===== config.mk =====
export PLATFORM = sky130hd
export DESIGN_NAME = mcs_top
export DESIGN_NICKNAME = d
export VERILOG_FILES = /design/src/core/mcs_pkg.sv /design/src/core/mcs_top.sv
export VERILOG_INCLUDE_DIRS = /design/src /design/src/core
export SDC_FILE = /design/constraint.sdc
export NUM_CORES = 1
export LEC_CHECK = 0
export ABC_AREA = 0
export ABC_CLOCK_PERIOD_IN_PS = 5700
export BUFFER_PORTS_ARGS = -buffer_cell sky130_fd_sc_hd__buf_4
export CORE_MARGIN = 2
export CORE_UTILIZATION = 50
export CTS_CLUSTER_SIZE = 10
export DETAILED_ROUTE_END_ITERATION = 6
export PLACE_DENSITY_LB_ADDON = 0.2
export SYNTH_ARGS = -nofsm -noshare
export SYNTH_HDL_FRONTEND = slang
export SYNTH_SLANG_ARGS = --single-unit
export TNS_END_PERCENT = 100

===== constraint.sdc =====
create_clock -name clk -period 5.7 [get_ports clk]
set_input_delay 1.14 -clock clk [delete_from_list [all_inputs] [get_ports clk]]
set_output_delay 1.14 -clock clk [all_outputs]
set_load 0.005 [all_outputs]

===== src/core/mcs_regs.svh =====
// Purpose: register map, field positions, reset values and timing counts
// Assumes: 100 MHz system clock, 32-bit classic wishbone register window
// Notes: byte addresses, one aligned word per register
`ifndef MCS_REGS_SVH
`define MCS_REGS_SVH
// register byte offsets
`define MCS_OFS_STATUS 4'h0
`define MCS_OFS_FLAGS 4'h4
`define MCS_OFS_MASK 4'h8
`define MCS_OFS_CTRL 4'hc
// status fields
`define MCS_ST_NOT_READY 0
`define MCS_ST_LOW_POWER 1
`define MCS_ST_SERIAL_EN 2
`define MCS_ST_RESET_SEEN 3
// control fields
`define MCS_CTRL_PDOWN 0
// flag and mask word width
`define MCS_FLAG_W 13
// reset values
`define MCS_MASK_RST 13'h0000
`define MCS_CTRL_RST 1'b0
`define MCS_PIN_RST 17'h0001b
// 2-wire address pattern, upper seven bits
`define MCS_DEV_ADDR 7'h50
// timing, figures in their own unit
`define MCS_CLK_KHZ 100000
`define MCS_T_INIT_MS 2000
`define MCS_T_RESET_US 2
`define MCS_INIT_CYC (`MCS_T_INIT_MS * `MCS_CLK_KHZ)
`define MCS_RESET_CYC (`MCS_T_RESET_US * `MCS_CLK_KHZ / 1000)
`endif


===== src/core/mcs_pkg.sv =====
// Purpose: shared types of the module control and status supervisor
// Assumes: nothing beyond the register header
// Notes: flag word layout is fixed by mcs_cond_type
package mcs_pkg;
  typedef struct packed {
    logic data_ready;
    logic [3:0] other;
    logic [3:0] tx_fault;
    logic [3:0] rx_los;
  } mcs_cond_type;
  typedef enum logic [1:0] {
    ST_HOLD = 2'b00,
    ST_INIT = 2'b01,
    ST_READY = 2'b10
  } mcs_state_type;
endpackage


===== src/core/mcs_top.sv =====
// Purpose: control and status supervisor of a four-lane pluggable module
// Assumes: wishbone master is the module's management logic; pins are asynchronous
// Notes: flag clears and mask or power-down changes commit on the serial clock
// What this block does
// [RL1] after power-on or hot plug reach full function within 2000 ms
// [RL2] reset pin low longer than 2 us is a reset request
// [RL3] answer the serial bus no later than 2000 ms after power-on
// [RL4] within 2000 ms clear monitor-not-ready and assert the interrupt request
// [RL5] after reset pin rises become fully functional within 2000 ms
// [RL6] full function means interrupt asserted by monitor-not-ready clearing
// [RL7] low-power request pin lowers power within 100 us
// [RL8] interrupt condition drives interrupt request low within 200 ms
// [RL9] flags clear on read; interrupt releases within 500 us after that
// [RL10] receive signal loss sets its flag and interrupt within 100 ms
// [RL11] transmit fault sets its flag and interrupt within 200 ms
// [RL12] any other condition sets its flag and interrupt within 200 ms
// [RL13] setting a mask bit inhibits that flag's interrupt within 100 ms
// [RL14] clearing a mask bit lets that flag interrupt again within 100 ms
// [RL15] module select asserted lets the serial bus answer within 100 us
// [RL16] module select released stops serial bus answers within 100 us
// [RL17] setting power-down bit enters low power within 100 ms
// [RL18] clearing power-down bit returns to full function within 300 ms
// [RL19] clear-on-read timing starts at falling serial clock after stop
// [RL20] mask and power-down timing starts at falling serial clock after stop
// [RL21] serial bus answers at seven-bit address 1010000 plus direction bit
// [RL22] host reads the flags after an interrupt to find its cause
// [RL23] interrupt stays asserted while any unmasked flag is set
// [RL24] each flag latches its condition until the host reads it
//
// Register access over Wishbone and the address map were chosen for this implementation.
`include "mcs_regs.svh"

module mcs_top #(
  parameter logic [27:0] INIT_CYCLES = 28'(`MCS_INIT_CYC) // init wait in clocks
) (
  input wire logic clk, // system clock, 100 MHz
  input wire logic reset, // async reset, active high (power-on)
  input wire logic [31:0] wb_adr_i, // wishbone byte address
  input wire logic [31:0] wb_dat_i, // wishbone write data
  input wire logic [3:0] wb_sel_i, // wishbone byte selects
  input wire logic wb_we_i, // wishbone write enable
  input wire logic wb_cyc_i, // wishbone cycle
  input wire logic wb_stb_i, // wishbone strobe
  output logic [31:0] wb_dat_o, // wishbone read data
  output logic wb_ack_o, // wishbone acknowledge
  input wire logic module_reset_low, // reset pin, active low
  input wire logic module_select_low, // select pin, active low
  input wire logic low_power_request, // low-power pin, active high
  input wire logic serial_clock, // 2-wire clock pin level
  input wire logic serial_data, // 2-wire data pin level
  input wire mcs_pkg::mcs_cond_type cond_in, // raw conditions, data_ready unused
  output logic interrupt_request_low, // interrupt request, active low
  output logic low_power_mode, // power stage at lower level
  output logic serial_enable, // serial slave may answer
  output logic serial_addr_hit, // address byte matched this device
  output logic serial_addr_read, // direction bit of matched address
  output logic monitor_not_ready // monitor data not yet valid
);
  import mcs_pkg::*;

  ////////////////////////////////////////////////////////////////////////////////
  // register decode, shared by the read and write paths
  function automatic logic [1:0] reg_index(input logic [31:0] adr);
    reg_index = adr[3:2];
  endfunction

  function automatic logic reg_mapped(input logic [31:0] adr);
    reg_mapped = (adr[31:4] == 28'h0000000) && (adr[1:0] == 2'h0);
  endfunction

  ////////////////////////////////////////////////////////////////////////////////
  // pin synchronisers
  logic [16:0] pin_raw;
  logic [16:0] sync1_r;
  logic [16:0] sync2_r;
  logic [16:0] sync3_r;
  assign pin_raw = {cond_in[11:0], serial_data, serial_clock, low_power_request,
                    module_select_low, module_reset_low};

  // two stages, then one more for edge finding
  always_ff @(posedge clk or posedge reset) begin
    if (reset) begin
      sync1_r <= `MCS_PIN_RST;
      sync2_r <= `MCS_PIN_RST;
      sync3_r <= `MCS_PIN_RST;
    end else begin
      sync1_r <= pin_raw;
      sync2_r <= sync1_r;
      sync3_r <= sync2_r;
    end
  end

  logic rst_pin_n;
  logic sel_pin_n;
  logic lp_pin;
  logic scl;
  logic sda;
  logic scl_rise;
  logic scl_fall;
  logic bus_start;
  logic bus_stop;
  logic [11:0] cond_s;
  assign rst_pin_n = sync2_r[0];
  assign sel_pin_n = sync2_r[1];
  assign lp_pin = sync2_r[2];
  assign scl = sync2_r[3];
  assign sda = sync2_r[4];
  assign cond_s = sync2_r[16:5];
  assign scl_rise = scl & ~sync3_r[3];
  assign scl_fall = ~scl & sync3_r[3];
  assign bus_start = scl & sync3_r[3] & ~sda & sync3_r[4];
  assign bus_stop = scl & sync3_r[3] & sda & ~sync3_r[4];

  ////////////////////////////////////////////////////////////////////////////////
  // commit point: first falling serial clock after a stop
  logic stop_seen_r;
  logic commit_r;

  always_ff @(posedge clk or posedge reset) begin
    if (reset) begin
      stop_seen_r <= 1'b0;
      commit_r <= 1'b0;
    end else begin
      commit_r <= stop_seen_r & scl_fall; // RL19 RL20
      if (bus_stop) begin
        stop_seen_r <= 1'b1;
      end else if (scl_fall) begin
        stop_seen_r <= 1'b0;
      end
    end
  end

  ////////////////////////////////////////////////////////////////////////////////
  // reset pin filter: a low of at least the minimum pulse is a reset request
  logic [7:0] low_cnt_r;
  logic reset_req_r;
  logic reset_seen_r;

  always_ff @(posedge clk or posedge reset) begin
    if (reset) begin
      low_cnt_r <= 8'h00;
      reset_req_r <= 1'b0;
    end else if (rst_pin_n) begin
      low_cnt_r <= 8'h00;
      reset_req_r <= 1'b0;
    end else if (low_cnt_r == 8'(`MCS_RESET_CYC)) begin
      reset_req_r <= 1'b1; // RL2
    end else begin
      low_cnt_r <= low_cnt_r + 8'h01;
    end
  end

  ////////////////////////////////////////////////////////////////////////////////
  // initialization sequencer
  mcs_state_type state_r;
  logic [27:0] init_cnt_r;
  logic ready_evt;
  assign ready_evt = (state_r == ST_INIT) && (init_cnt_r == INIT_CYCLES);

  // hold while reset requested, restart init on release
  always_ff @(posedge clk or posedge reset) begin
    if (reset) begin
      state_r <= ST_INIT;
      init_cnt_r <= 28'h0000000;
    end else begin
      unique case (state_r)
        ST_HOLD: begin
          init_cnt_r <= 28'h0000000;
          if (rst_pin_n) begin
            state_r <= ST_INIT; // RL5
          end
        end
        ST_INIT: begin
          if (reset_req_r) begin
            state_r <= ST_HOLD;
          end else if (ready_evt) begin
            state_r <= ST_READY; // RL1 RL4
          end else begin
            init_cnt_r <= init_cnt_r + 28'h0000001;
          end
        end
        ST_READY: begin
          if (reset_req_r) begin
            state_r <= ST_HOLD;
          end
        end
        default: begin
          state_r <= ST_HOLD;
        end
      endcase
    end
  end

  // sticky note that a pin reset happened, cleared by reading status
  logic status_rd;
  always_ff @(posedge clk or posedge reset) begin
    if (reset) begin
      reset_seen_r <= 1'b0;
    end else if (reset_req_r) begin
      reset_seen_r <= 1'b1;
    end else if (status_rd) begin
      reset_seen_r <= 1'b0;
    end
  end

  ////////////////////////////////////////////////////////////////////////////////
  // wishbone slave, answers one cycle after the strobe
  logic bus_req;
  logic bus_wr;
  logic bus_rd;
  logic [1:0] idx;
  assign bus_req = wb_cyc_i & wb_stb_i & ~wb_ack_o;
  assign idx = reg_index(wb_adr_i);
  assign bus_wr = bus_req & wb_we_i & reg_mapped(wb_adr_i);
  assign bus_rd = bus_req & ~wb_we_i & reg_mapped(wb_adr_i);
  assign status_rd = bus_rd && (idx == reg_index(32'(`MCS_OFS_STATUS)));

  mcs_cond_type flags_r;
  logic [12:0] mask_r;
  logic [12:0] mask_eff_r;
  logic pdown_r;
  logic pdown_eff_r;

  // read mux, unmapped addresses read zero
  always_ff @(posedge clk or posedge reset) begin
    if (reset) begin
      wb_ack_o <= 1'b0;
      wb_dat_o <= 32'h00000000;
    end else begin
      wb_ack_o <= bus_req;
      wb_dat_o <= 32'h00000000;
      if (bus_rd) begin
        unique case (idx)
          reg_index(32'(`MCS_OFS_STATUS)): begin
            wb_dat_o[`MCS_ST_NOT_READY] <= monitor_not_ready;
            wb_dat_o[`MCS_ST_LOW_POWER] <= low_power_mode;
            wb_dat_o[`MCS_ST_SERIAL_EN] <= serial_enable;
            wb_dat_o[`MCS_ST_RESET_SEEN] <= reset_seen_r;
          end
          reg_index(32'(`MCS_OFS_FLAGS)): wb_dat_o[12:0] <= flags_r;
          reg_index(32'(`MCS_OFS_MASK)): wb_dat_o[12:0] <= mask_r;
          reg_index(32'(`MCS_OFS_CTRL)): wb_dat_o[`MCS_CTRL_PDOWN] <= pdown_r;
        endcase
      end
    end
  end

  // software view of mask and power-down, byte-lane gated
  always_ff @(posedge clk or posedge reset) begin
    if (reset) begin
      mask_r <= `MCS_MASK_RST;
      pdown_r <= `MCS_CTRL_RST;
    end else if (bus_wr) begin
      if (idx == reg_index(32'(`MCS_OFS_MASK))) begin
        if (wb_sel_i[0]) begin
          mask_r[7:0] <= wb_dat_i[7:0];
        end
        if (wb_sel_i[1]) begin
          mask_r[12:8] <= wb_dat_i[12:8];
        end
      end
      if (idx == reg_index(32'(`MCS_OFS_CTRL)) && wb_sel_i[0]) begin
        pdown_r <= wb_dat_i[`MCS_CTRL_PDOWN];
      end
    end
  end

  // written values take effect at the commit point
  always_ff @(posedge clk or posedge reset) begin
    if (reset) begin
      mask_eff_r <= `MCS_MASK_RST;
      pdown_eff_r <= `MCS_CTRL_RST;
    end else if (commit_r) begin
      mask_eff_r <= mask_r; // RL13 RL14 RL20
      pdown_eff_r <= pdown_r; // RL17 RL18 RL20
    end
  end

  ////////////////////////////////////////////////////////////////////////////////
  // flags: latch on condition, clear at commit after being read
  logic [12:0] clr_pend_r;
  logic flag_rd;
  mcs_cond_type flag_set;
  assign flag_rd = bus_rd && (idx == reg_index(32'(`MCS_OFS_FLAGS)));
  assign flag_set = (state_r == ST_READY) ? {ready_evt, cond_s} : {ready_evt, 12'h000};

  // read bits wait for the commit point before clearing
  always_ff @(posedge clk or posedge reset) begin
    if (reset) begin
      clr_pend_r <= 13'h0000;
    end else if (commit_r) begin
      clr_pend_r <= flag_rd ? flags_r : 13'h0000;
    end else if (flag_rd) begin
      clr_pend_r <= clr_pend_r | flags_r; // RL9
    end
  end

  // a set in the clearing cycle wins
  always_ff @(posedge clk or posedge reset) begin
    if (reset) begin
      flags_r <= 13'h0000;
    end else if (state_r == ST_HOLD) begin
      flags_r <= 13'h0000;
    end else if (commit_r) begin
      flags_r <= (flags_r & ~clr_pend_r) | flag_set; // RL9 RL24
    end else begin
      flags_r <= flags_r | flag_set; // RL10 RL11 RL12 RL24
    end
  end

  ////////////////////////////////////////////////////////////////////////////////
  // interrupt, power and readiness outputs
  always_ff @(posedge clk or posedge reset) begin
    if (reset) begin
      interrupt_request_low <= 1'b1;
      low_power_mode <= 1'b0;
      monitor_not_ready <= 1'b1;
      serial_enable <= 1'b0;
    end else begin
      interrupt_request_low <= ~|(flags_r & ~mask_eff_r); // RL6 RL8 RL23
      low_power_mode <= lp_pin | pdown_eff_r; // RL7 RL17 RL18
      monitor_not_ready <= (state_r != ST_READY); // RL4
      serial_enable <= (state_r == ST_READY) & ~sel_pin_n; // RL3 RL15 RL16
    end
  end

  ////////////////////////////////////////////////////////////////////////////////
  // serial address matcher: first byte after a start
  logic [7:0] addr_sh_r;
  logic [3:0] bit_cnt_r;

  always_ff @(posedge clk or posedge reset) begin
    if (reset) begin
      addr_sh_r <= 8'h00;
      bit_cnt_r <= 4'hf;
      serial_addr_hit <= 1'b0;
      serial_addr_read <= 1'b0;
    end else if (bus_start) begin
      bit_cnt_r <= 4'h0;
      serial_addr_hit <= 1'b0;
    end else if (bus_stop || !serial_enable) begin
      bit_cnt_r <= 4'hf;
      serial_addr_hit <= 1'b0; // RL16
    end else if (scl_rise && bit_cnt_r < 4'h8) begin
      addr_sh_r <= {addr_sh_r[6:0], sda};
      bit_cnt_r <= bit_cnt_r + 4'h1;
    end else if (bit_cnt_r == 4'h8) begin
      serial_addr_hit <= (addr_sh_r[7:1] == `MCS_DEV_ADDR); // RL21
      serial_addr_read <= addr_sh_r[0];
      bit_cnt_r <= 4'hf;
    end
  end
endmodule


==> results.md, run 1 <==
- Netlist cell types: 57
- Clk_skew: 0.00556 ns
- Io pins: 130
- Pre-antenna DRT Iters: 5
- Simple-Gate Fraction of Synth Area: 0.153
- Sequential area share after synthesis: 0.598
- Fmax: 0.362 GHz
- Startpoint types: input port
- Fin area: 8280 µm²
- Cell Count, Final, Fillers Out: 888
- Post-synthesis register bit count: 164
- Clock Tree Buf Depth: 2
- Total placed cells including tap cells: 856
- Post-DP HPWL: 9.40 mm
- Crit end category: flop
- Effective utilization at floorplan: 0.517
- All-Layer GR Usage: 0.204
- Clock sinks: 164
- Number of nets in the layout: 802
- WS Path Type: input port to flop
- Antenna Diode Count: 0
- Clock Latency Late Sink: 0.43 ns
- CTS tree: yes
- Yosys Warn Count: 0
- Largest family of logic cells by synthesized area: simple AND/OR/NAND/NOR gates
- Crit-path leading delay family: simple AND/OR/NAND/NOR gates
- Most common cell on crit path: nor4_1
- Async S/R FF share, synth: 1.00
- Drt wl/cell: 15.5 µm
- Post-synthesis xor/xnor area fraction: 0.0356
- Setup TNS: 0 ns
- Met3 Use GR: 0.0512
- Placed inst area: 7650 µm²
- Clock root buffer: clkbuf_16
- Die X: 121 µm
- Compound-Gate Fraction of Synth Area: 0.0706
- Total grt overflow: 0
- Initial antenna violation count: 0
- Crit share post-route: 0.484
- Post-CTS setup repair buffer count: 0
- Synthesized cell area: 6900 µm²
- Slew Limit Fails: 0
- Resized Gates After CTS: 0
- Slew headroom: 0.392
- RePlAce Congestion: 0.847
- Via count: 4,743
- Worst Path Arrival: 3.07 ns
- Mean Syn Cell Area: 11.3 µm²
- Cts bufs inserted: 17
- Req. time, crit path: 6.01 ns
- GR Util met2: 0.334
- Worst path max stage delay: 0.58 ns
- Post-synth EDFFs: 0
- Vias in the first global route: 4,896
- Remaining antenna violation count: 0
- Largest net degree at the start of global routing: 67
- Starting DRT DRC Count: 325
- Final WL: 13.8 mm
- Synth Flop Type: dfrtp_1
- Hold Buf Count CTS: 0
- Die Ht: 121 µm
- Multiplexer share of the synthesized area: 0.0633
- Final hold vios: 0
- Core Area: 13,300 µm²
- First-pass GRT wire length: 23.3 mm
- Share of cells above drive strength 1: 0.268
- Crit-path max FO: 5
- Pwr Density: 333 nW/µm²
- Buf/Inv on CP: 1
- Post-Synth Adder-Cell Area: 0.0218
- Worst Hold Class: flop to flop
- RSZ-0062 raised after global routing: false
- H-Tree Depth: 4
- Status: complete, no violations
- Total power: 2.76 mW
- Met1 Resource Use GR: 0.262
- Minimum clock period: 2.76 ns
- Cells after Synth: 612
- Final setup fails: 0
- Crit path cell chain: buf_4 > nor4_1 > nand4_1 > nor4_1 > and3_1 > mux2_2
- Die ar.: 14,800 µm²
- PortBufs: 88
- Leak pwr: 3.91 nW
- Slowest-stage cell, CP: nor4_1
- Residual DRC count: 0
- MaxCap Viol Count: 0
- Vias per std cell: 5.34
- Worst Max-Slew Pin Slew: 0.909 ns
- Max VDD drop: 249 µV
- Clock transition at path regs: 0.06 ns
- Synth-to-layout area growth: 20.1%
- # rows: 42
- Fill count: 1,095
- GR peak layer: met2
[report_power, final]
part	internal [mW]	switching, mW
Combinational	0.110	0.137
Clock	0.754	0.449
Sequential	1.24	0.0704
Total	2.10	0.657
[layer usage]
metal | share of wire | wire length (µm)
met1 | 0.44 | 5990
met2 | 0.50 | 6920
met3 | 0.044 | 599
met4 | 0.018 | 249
met5 | 0 | 0
[logic make-up after synthesis]
| family | Yosys count |
|---|---|
| simple gates | 210 |
| flops | 164 |
| buf+inv | 85 |
| compound gates | 73 |
| mux | 39 |
| xor+xnor | 28 |
| fa+ha+maj | 12 |
| other cells | 1 |
[cell type report]
| type | count | area [µm²] | area share |
|---|---|---|---|
| sequential | 164 | 4130 | 0.498 |
| multi-input combinational | 381 | 2450 | 0.296 |
| timing repair buffer | 91 | 683 | 0.0825 |
| clock buffer | 19 | 453 | 0.0547 |
| tap | 176 | 220 | 0.0266 |
| clock inverter | 13 | 181 | 0.0219 |
| inverter | 44 | 170 | 0.0205 |
[stage by stage]
step / setup WS, ns / hold WS, ns / util
3_3_place_gp: 2.57 / 0.337 / 0.573
3_5_place_dp: 2.52 / 0.335 / 0.573
2_1_floorplan: 0.155 / 0.331 / -
5_1_grt: 2.75 / 0.354 / 0.621
6_report: 2.94 / 0.348 / 0.621
4_1_cts: 2.96 / 0.347 / 0.621
[cells in the final DEF (no fill, tap or decap), types with 17 or more instances in the layout]
| cell | netlist | routed |
|---|---|---|
| dfrtp_1 | 147 | 147 |
| buf_4 | 19 | 91 |
| nor2_1 | 59 | 58 |
| nand2_1 | 55 | 55 |
| inv_1 | 43 | 42 |
| mux2_2 | 37 | 37 |
| xor2_1 | 21 | 21 |
| nand3_1 | 20 | 20 |
| conb_1 | 1 | 19 |
| dfstp_2 | 17 | 17 |
| clkbuf_16 | 0 | 17 |
[path summary, 6_finish.rpt]
path,start,slack [ns],end,cells after the start
setup / recovery,wb_adr_i[20],2.94,mask_r[11],6
hold / removal,sync1_r[7],0.35,sync2_r[7],0
setup reg to reg,sync2_r[3],3.47,addr_sh_r[5],3
hold reg to reg,sync1_r[7],0.35,sync2_r[7],0
max in group asynchronous,reset,3.78,mask_r[4],3
min in group asynchronous,reset,0.79,init_cnt_r[25],2
[state kept, by name, indices dropped and copies added, names as in the netlist, 2 cells and up]
register and flops:
mask_eff_r 13, sync1_r 17, flags_r 13, state_r 2, low_cnt_r 8, init_cnt_r 28, addr_sh_r 8, clr_pend_r 13
sync2_r 17, sync3_r 2, bit_cnt_r 4, mask_r 13, wb_dat_o 13
[Yosys cell counts (2+ instances only)]
| cell | instances | area [µm²] |
|---|---|---|
| dfrtp_1 | 147 | 3680 |
| nor2_1 | 59 | 221 |
| nand2_1 | 55 | 206 |
| inv_1 | 43 | 161 |
| mux2_2 | 37 | 417 |
| xor2_1 | 21 | 184 |
| nand3_1 | 20 | 100 |
| buf_4 | 19 | 143 |
| dfstp_2 | 17 | 447 |
| clkbuf_1 | 15 | 56.3 |
| a21oi_1 | 14 | 70.1 |
| a22oi_1 | 13 | 97.6 |
| nand4_1 | 13 | 81.3 |
| ha_1 | 12 | 150 |
| o22ai_1 | 12 | 75.1 |
| nor4_1 | 11 | 68.8 |
| o21ai_0 | 10 | 50.1 |
| a211oi_1 | 9 | 67.6 |
| nor3_1 | 9 | 45.0 |
| and3_1 | 8 | 50.1 |
| xnor2_1 | 7 | 61.3 |
| buf_2 | 4 | 20.0 |
| or3_1 | 4 | 25.0 |
| a222oi_1 | 3 | 30.0 |
| a31oi_1 | 3 | 18.8 |
| and2_1 | 3 | 18.8 |
| nor4b_1 | 3 | 26.3 |
| or4_1 | 3 | 22.5 |
| and4_1 | 2 | 17.5 |
| buf_1 | 2 | 7.51 |
| mux2i_1 | 2 | 20.0 |
| nand3b_1 | 2 | 15.0 |
| nor2b_1 | 2 | 12.5 |
| o221ai_1 | 2 | 17.5 |
| o31ai_1 | 2 | 15.0 |
| or2_2 | 2 | 12.5 |
| or3b_2 | 2 | 17.5 |
Note: power is estimated with default switching activity, not from simulation.
==> inputs of run 2 (changes only) <==
- ABC_CLOCK_PERIOD_IN_PS: 5700 -> 2700
- CORE_UTILIZATION: 50 -> 55
- clock period: 5.7 -> 2.7 ns (I/O delays scaled with it)
==> run 2 against run 1 <==
  * Clock power increased by 100%
  * Highest routed layer unchanged
  * First-iteration DRC count increased by 21%
  * Non-clock buffer count increased by 12
  * Clock skew increased by 0.0014 ns
  * Total power increased by 110%
  * Critical endpoint is now init_cnt_r[10]
  * Core utilization increased by 6.8 points
  * Via count increased by 2.2%
  * Largest power group unchanged
  * Hold slack got worse by 0.18 ns
  * Clock-buffer cell count increased by 2
  * Routed wire length increased by 3.0%
  * Combinational power increased by 120%
  * Sequential power increased by 110%
  * Largest cell class unchanged
==> results.md, run 2 (synthesized netlist as in run 1, its figures left out) <==
- Internal Pwr Total: 4.32 mW
- Synth-to-layout area growth: 20.9%
- Placed inst area: 7740 µm²
- Core Area: 12,100 µm²
- Vias in the first global route: 4,758
- Worst R2R End: init_cnt_r[10]
- Slew Limit Fails: 0
- Slew headroom: 0.607
- Vias per std cell: 5.44
- Antenna Diode Count: 0
- Worst Max-Slew Pin Slew: 0.590 ns
- NetSw: 1.40 mW
- Max VDD drop: 468 µV
- Effective utilization at floorplan: 0.570
- Combinational share of power: 0.096
- Leak pwr: 3.95 nW
- Util after Layout: 0.689
- Slowest-stage cell, CP: or3b_2
- RSZ-0062 raised after global routing: false
- Die ar.: 13,500 µm²
- Pwr Density: 686 nW/µm²
- RePlAce Congestion: 0.823
- MaxCap Viol Count: 0
- Worst Setup EP: init_cnt_r[10]
- Die X: 116 µm
- Total grt overflow: 0
- Worst path max stage delay: 0.49 ns
- Worst r2r src: init_cnt_r[0]
- Minimum clock period: 2.13 ns
- Cts bufs inserted: 17
- H-Tree Depth: 4
- CTS tree: yes
- PortBufs: 88
- Clock power frac: 0.423
- Fin area: 8340 µm²
- Area of the multi-input gates: 2450 µm²
- Most common library cell in the layout ignoring fill and taps: dfrtp_1
- Crit end category: flop
- Clock transition at path regs: 0.06 ns
- Residual DRC count: 0
- Fmax: 0.470 GHz
- Fill count: 897
- Post-DP HPWL: 9.69 mm
- Pre-antenna DRT Iters: 5
- Req. time, crit path: 3.01 ns
- Initial antenna violation count: 0
- Final hold vios: 0
- Flop pwr share: 0.480
- Top reg by flops: init_cnt_r
- Clock Tree Buf Depth: 2
- Worst setup startpoint: init_cnt_r[0]
- Drt wl/cell: 15.9 µm
- Clk_skew: 0.00693 ns
- Setup TNS: 0 ns
- Crit share post-route: 0.789
- Crit-path max FO: 5
- Number of nets in the layout: 814
- Via count: 4,847
- Most frequent cells in the layout: dfrtp_1, buf_4, nor2_1
- Die Ht: 116 µm
- Crit path cell chain: ha_1 > or3b_2 > nor3_1 > and3_1 > xnor2_1 > nor2_1
- Post-CTS setup repair buffer count: 0
- Share of cells above drive strength 1: 0.279
- Cell Count, Final, Fillers Out: 891
- Worst Hold Class: input port to async pin
- Final WL: 14.2 mm
- Clock root buffer: clkbuf_16
- Startpoint types: flop
- Largest register FFs: 28
- Total power: 5.72 mW
- All-Layer GR Usage: 0.229
- R2R Setup Slk: 0.57 ns
- Reg2Reg Depth: 6
- Largest registers: init_cnt_r (28), sync1_r (17), sync2_r (17)
- Sw frac: 0.245
- Worst Path Arrival: 2.43 ns
- Clock sinks: 164
- Clock Latency Late Sink: 0.42 ns
- Final setup fails: 0
- # rows: 40
- Starting DRT DRC Count: 392
- Io pins: 130
- WS Path Type: flop to flop
- Total placed cells including tap cells: 860
- First-pass GRT wire length: 23.4 mm
- Resized Gates After CTS: 0
- Sequential Area: 4130 µm²
- Largest net degree at the start of global routing: 65
- Remaining antenna violation count: 0
- Hold Buf Count CTS: 0
- Status: complete, no violations
## run 2: metal layers
metal / part of all wire / global-route usage / wire length (µm) / up-vias
met5: 0 / 0 / 0 / -
met1: 0.43 / 0.315 / 6150 / 2391
met2: 0.49 / 0.365 / 6940 / 169
met3: 0.064 / 0.0523 / 902 / 19
met4: 0.013 / 0.0802 / 187 / 0
li1: - / - / - / 2268
## run 2: layout make-up
cell class                      instances  share of cell area
Tap cell                              168              0.0252
Sequential cell                       164               0.495
Clock inverter                         10              0.0147
Clock buffer                           21              0.0576
Timing Repair Buffer                  103              0.0942
Multi-Input combinational cell        381               0.293
Inverter                               44              0.0203
## run 2: worst max-delay path: cells and delay by family, from the launching register on
family                   cells  cell delay (ns)
flip-flops                   1             0.39
XOR/XNOR                     1             0.11
AND/OR/NAND/NOR              4             1.26
adder cells (fa/ha/maj)      1             0.25
## run 2: how the worst min path moves through the flow
| stage | from | to | slack (ns) | cells past startpoint |
|---|---|---|---|---|
| 3_5_place_dp | sync1_r[13] | sync2_r[13] | 0.33 | 0 |
| 2_1_floorplan | sync1_r[10] | sync2_r[10] | 0.33 | 0 |
| 4_1_cts | reset | sync2_r[7] | 0.16 | 2 |
| 6_report | reset | sync2_r[7] | 0.17 | 2 |
| 5_1_grt | reset | addr_sh_r[7] | 0.18 | 2 |
| 3_3_place_gp | sync1_r[16] | sync2_r[16] | 0.33 | 0 |
## run 2: per-stage QoR
stage	setup WS, ns	hold slack (ns)
finish	0.571	0.169
global route	0.429	0.181
CTS	0.562	0.161
detailed placement	0.157	0.335
global placement	0.203	0.332
floorplan	0.0891	0.331
## run 2: power by group through the flow
stage	logic [mW]	registers [mW]	clock network, mW
6_report	0.551	2.75	2.42
5_1_grt	0.622	2.77	2.58
4_1_cts	0.557	2.75	2.46
3_5_place_dp	0.546	2.79	0
3_3_place_gp	0.525	2.78	0
2_1_floorplan	0.388	2.74	0
==> inputs of run 3 (changes only) <==
- ABC_AREA: 0 -> 1
- ABC_CLOCK_PERIOD_IN_PS: 2700 -> 1900
- CORE_UTILIZATION: 55 -> 51
- clock period: 2.7 -> 1.9 ns (I/O delays scaled with it)
==> run 3 against run 2 <==
  * Sequential power increased by 45%
  * Hold slack worse by 0.11 ns
  * First-iteration DRC count grew 5.1%
  * Global-route usage is 0.39 points lower
  * Critical path depth increased by 1
  * Cell area increased by 14%
  * Highest routed layer unchanged
  * Via count increased by 33%
  * Clock power grew 64%
  * Combinational power increased by 56%
  * Sequential share of layout area fell by 6.0 points
==> results.md, run 3 <==
- RePlAce Congestion: 0.893
- Pwr Density: 929 nW/µm²
- Fmax: 0.574 GHz
- Largest register FFs: 28
- Remaining antenna violation count: 0
- Slowest-stage cell, CP: dfstp_2
- Worst Path Arrival: 2.10 ns
- Synth area leaders: dfrtp_1, nand2_1, nor2_1, dfstp_2, nand3_1
- Final hold vios: 0
- Clock root buffer: clkbuf_16
- Number of nets in the layout: 1,195
- Hold_sp: low_power_request
- WS Path Type: flop to flop
- Residual DRC count: 0
- Die Ht: 128 µm
- Worst Hold Class: input port to flop
- Post-synth EDFFs: 0
- WHS: 0.0614 ns
- Cell Count, Final, Fillers Out: 1,293
- Share of cells above drive strength 1: 0.174
- Total power: 8.81 mW
- Hold endpoint: sync1_r[2]
- H-Tree Depth: 4
- Most frequent cells in the layout: nand2_1, dfrtp_1, nor2_1
- Initial antenna violation count: 0
- Most common cell on crit path: nand2_1
- Mean Syn Cell Area: 7.98 µm²
- Post-synthesis register bit count: 164
- Antenna Diode Count: 0
- Die ar.: 16,300 µm²
- Vias in the first global route: 6,134
- Post-DP HPWL: 12.5 mm
- Crit-path max FO: 21
- Cts bufs inserted: 17
- Crit share post-route: 0.918
- Status: complete, no violations
- Clock sinks: 164
- Starting DRT DRC Count: 412
- PortBufs: 88
- Synth area leader: dfrtp_1
- Hold Path Cell Cnt: 1
- Slew headroom: 0.245
- Vias per std cell: 4.98
- Worst R2R End: init_cnt_r[8]
- Final setup fails: 0
- MaxCap Viol Count: 0
- Max VDD drop: 636 µV
- Top reg by flops: init_cnt_r
- Total grt overflow: 0
- Worst r2r src: state_r[0]
- Crit path cell chain: inv_1 > nor2_1 > buf_4 > clkinvlp_4 > nor3b_1 > nand2_1 > nand2_1
- Yosys Warn Count: 0
- Worst Max-Slew Pin Slew: 1.13 ns
- RSZ-0062 raised after global routing: false
- Total placed cells including tap cells: 1,258
- Crit end category: flop
- Most common library cell in the layout ignoring fill and taps: nand2_1
- Clock Latency Late Sink: 0.42 ns
- Effective utilization at floorplan: 0.517
- Via count: 6,442
- Core Area: 15,100 µm²
- Synthesized cell area: 7790 µm²
- Pre-antenna DRT Iters: 5
- Final WL: 17.4 mm
- Largest registers: init_cnt_r (28), sync1_r (17), sync2_r (17)
- Io pins: 130
- Synth Flop Type: dfrtp_1
- Req. time, crit path: 2.26 ns
- Cells after Synth: 977
- Clock transition at path regs: 0.07 ns
- Startpoint types: flop
- Drt wl/cell: 13.5 µm
- Netlist cell types: 32
- Die X: 128 µm
- Clock Tree Buf Depth: 2
- Synth-to-layout area growth: 21.7%
- Reg2Reg Depth: 7
- R2R Setup Slk: 0.16 ns
- Slew Limit Fails: 0
- Clk_skew: 0.00674 ns
- First-pass GRT wire length: 29.4 mm
- Largest net degree at the start of global routing: 57
- All-Layer GR Usage: 0.225
- Leak pwr: 4.63 nW
- Sequential area share after synthesis: 0.529
- CTS tree: yes
- Top-count cell post-synth: nand2_1
- Most instantiated cells after synthesis: nand2_1, dfrtp_1, nor2_1, inv_1, nand3_1
- Area fraction of the dominant cell type after synthesis: 0.472
- Worst path max stage delay: 0.56 ns
- Minimum clock period: 1.74 ns
- Async S/R FF share, synth: 1.00
- # rows: 45
run 3: cells by family after synthesis:
| logic type | Yosys count | share of synthesized area |
|---|---|---|
| AOI/OAI and AO/OA | 89 | 0.0634 |
| xor gates and xnor gates | 11 | 0.0124 |
| adders and majority gates | 12 | 0.0193 |
| buffers and inverters | 135 | 0.0786 |
| DFF | 164 | 0.529 |
| other | 1 | 0.000481 |
| and+or+nand+nor | 565 | 0.297 |
run 3: metrics by stage:
step / setup slack (ns) / area, µm² / TNS, ns / utilization
floorplan: -0.551 / 7870 / -81.74 / -
global route: 0.0108 / 9480 / 0 / 0.628
detailed placement: 0.0976 / 8760 / 0 / 0.580
finish: 0.157 / 9480 / 0 / 0.628
CTS: 0.0760 / 9450 / 0 / 0.627
global placement: 0.0906 / 8760 / 0 / 0.580
run 3: cell type report:
type / count / area, µm²
clock buffer: 17 / 425
timing repair buffer: 120 / 941
fill: 1325 / 5610
inverter: 92 / 353
multi-input combinational: 697 / 3140
sequential: 164 / 4130
clock inverter: 15 / 262
tap: 188 / 235
run 3: where the power goes:
part	switching, mW	total [mW]	internal (mW)
Combinational	0.483	0.860	0.377
Sequential	0.256	3.99	3.74
Clock	1.45	3.96	2.51
Total	2.19	8.81	6.62
run 3: critical path: cells and delay by family (launching register included):
family	cells	cell delay, ns
DFF	1	0.56
and+or+nand+nor	4	0.51
buffers and inverters	3	0.61
run 3: how the worst max path moves through the flow:
stage                                end  slack [ns]           from  cells past startpoint
after global placement       wb_dat_o[5]        0.09    wb_adr_i[5]                      8
final                      init_cnt_r[8]        0.16     state_r[0]                      7
after floorplan             addr_sh_r[0]       -0.55          reset                      1
after CTS                 init_cnt_r[26]        0.08  init_cnt_r[0]                      8
after detailed placement  init_cnt_r[26]         0.1  init_cnt_r[0]                      8
after global routing        bit_cnt_r[1]        0.01   bit_cnt_r[0]                      9
run 3: layer usage:
| layer | vias up | track usage | routed length, µm |
|---|---|---|---|
| li1 | 3265 | - | - |
| met1 | 2985 | 0.311 | 8220 |
| met2 | 181 | 0.369 | 8010 |
| met3 | 11 | 0.0431 | 1060 |
| met4 | 0 | 0.0595 | 156 |
| met5 | - | 0 | 0 |
run 3: repair_timing:
action,CTS,global route
setup buffers,0,1
setup endpoints to repair,0,24
endpoints found under the hold margin,6,0
gates resized for setup,0,4
hold buffers,1,0
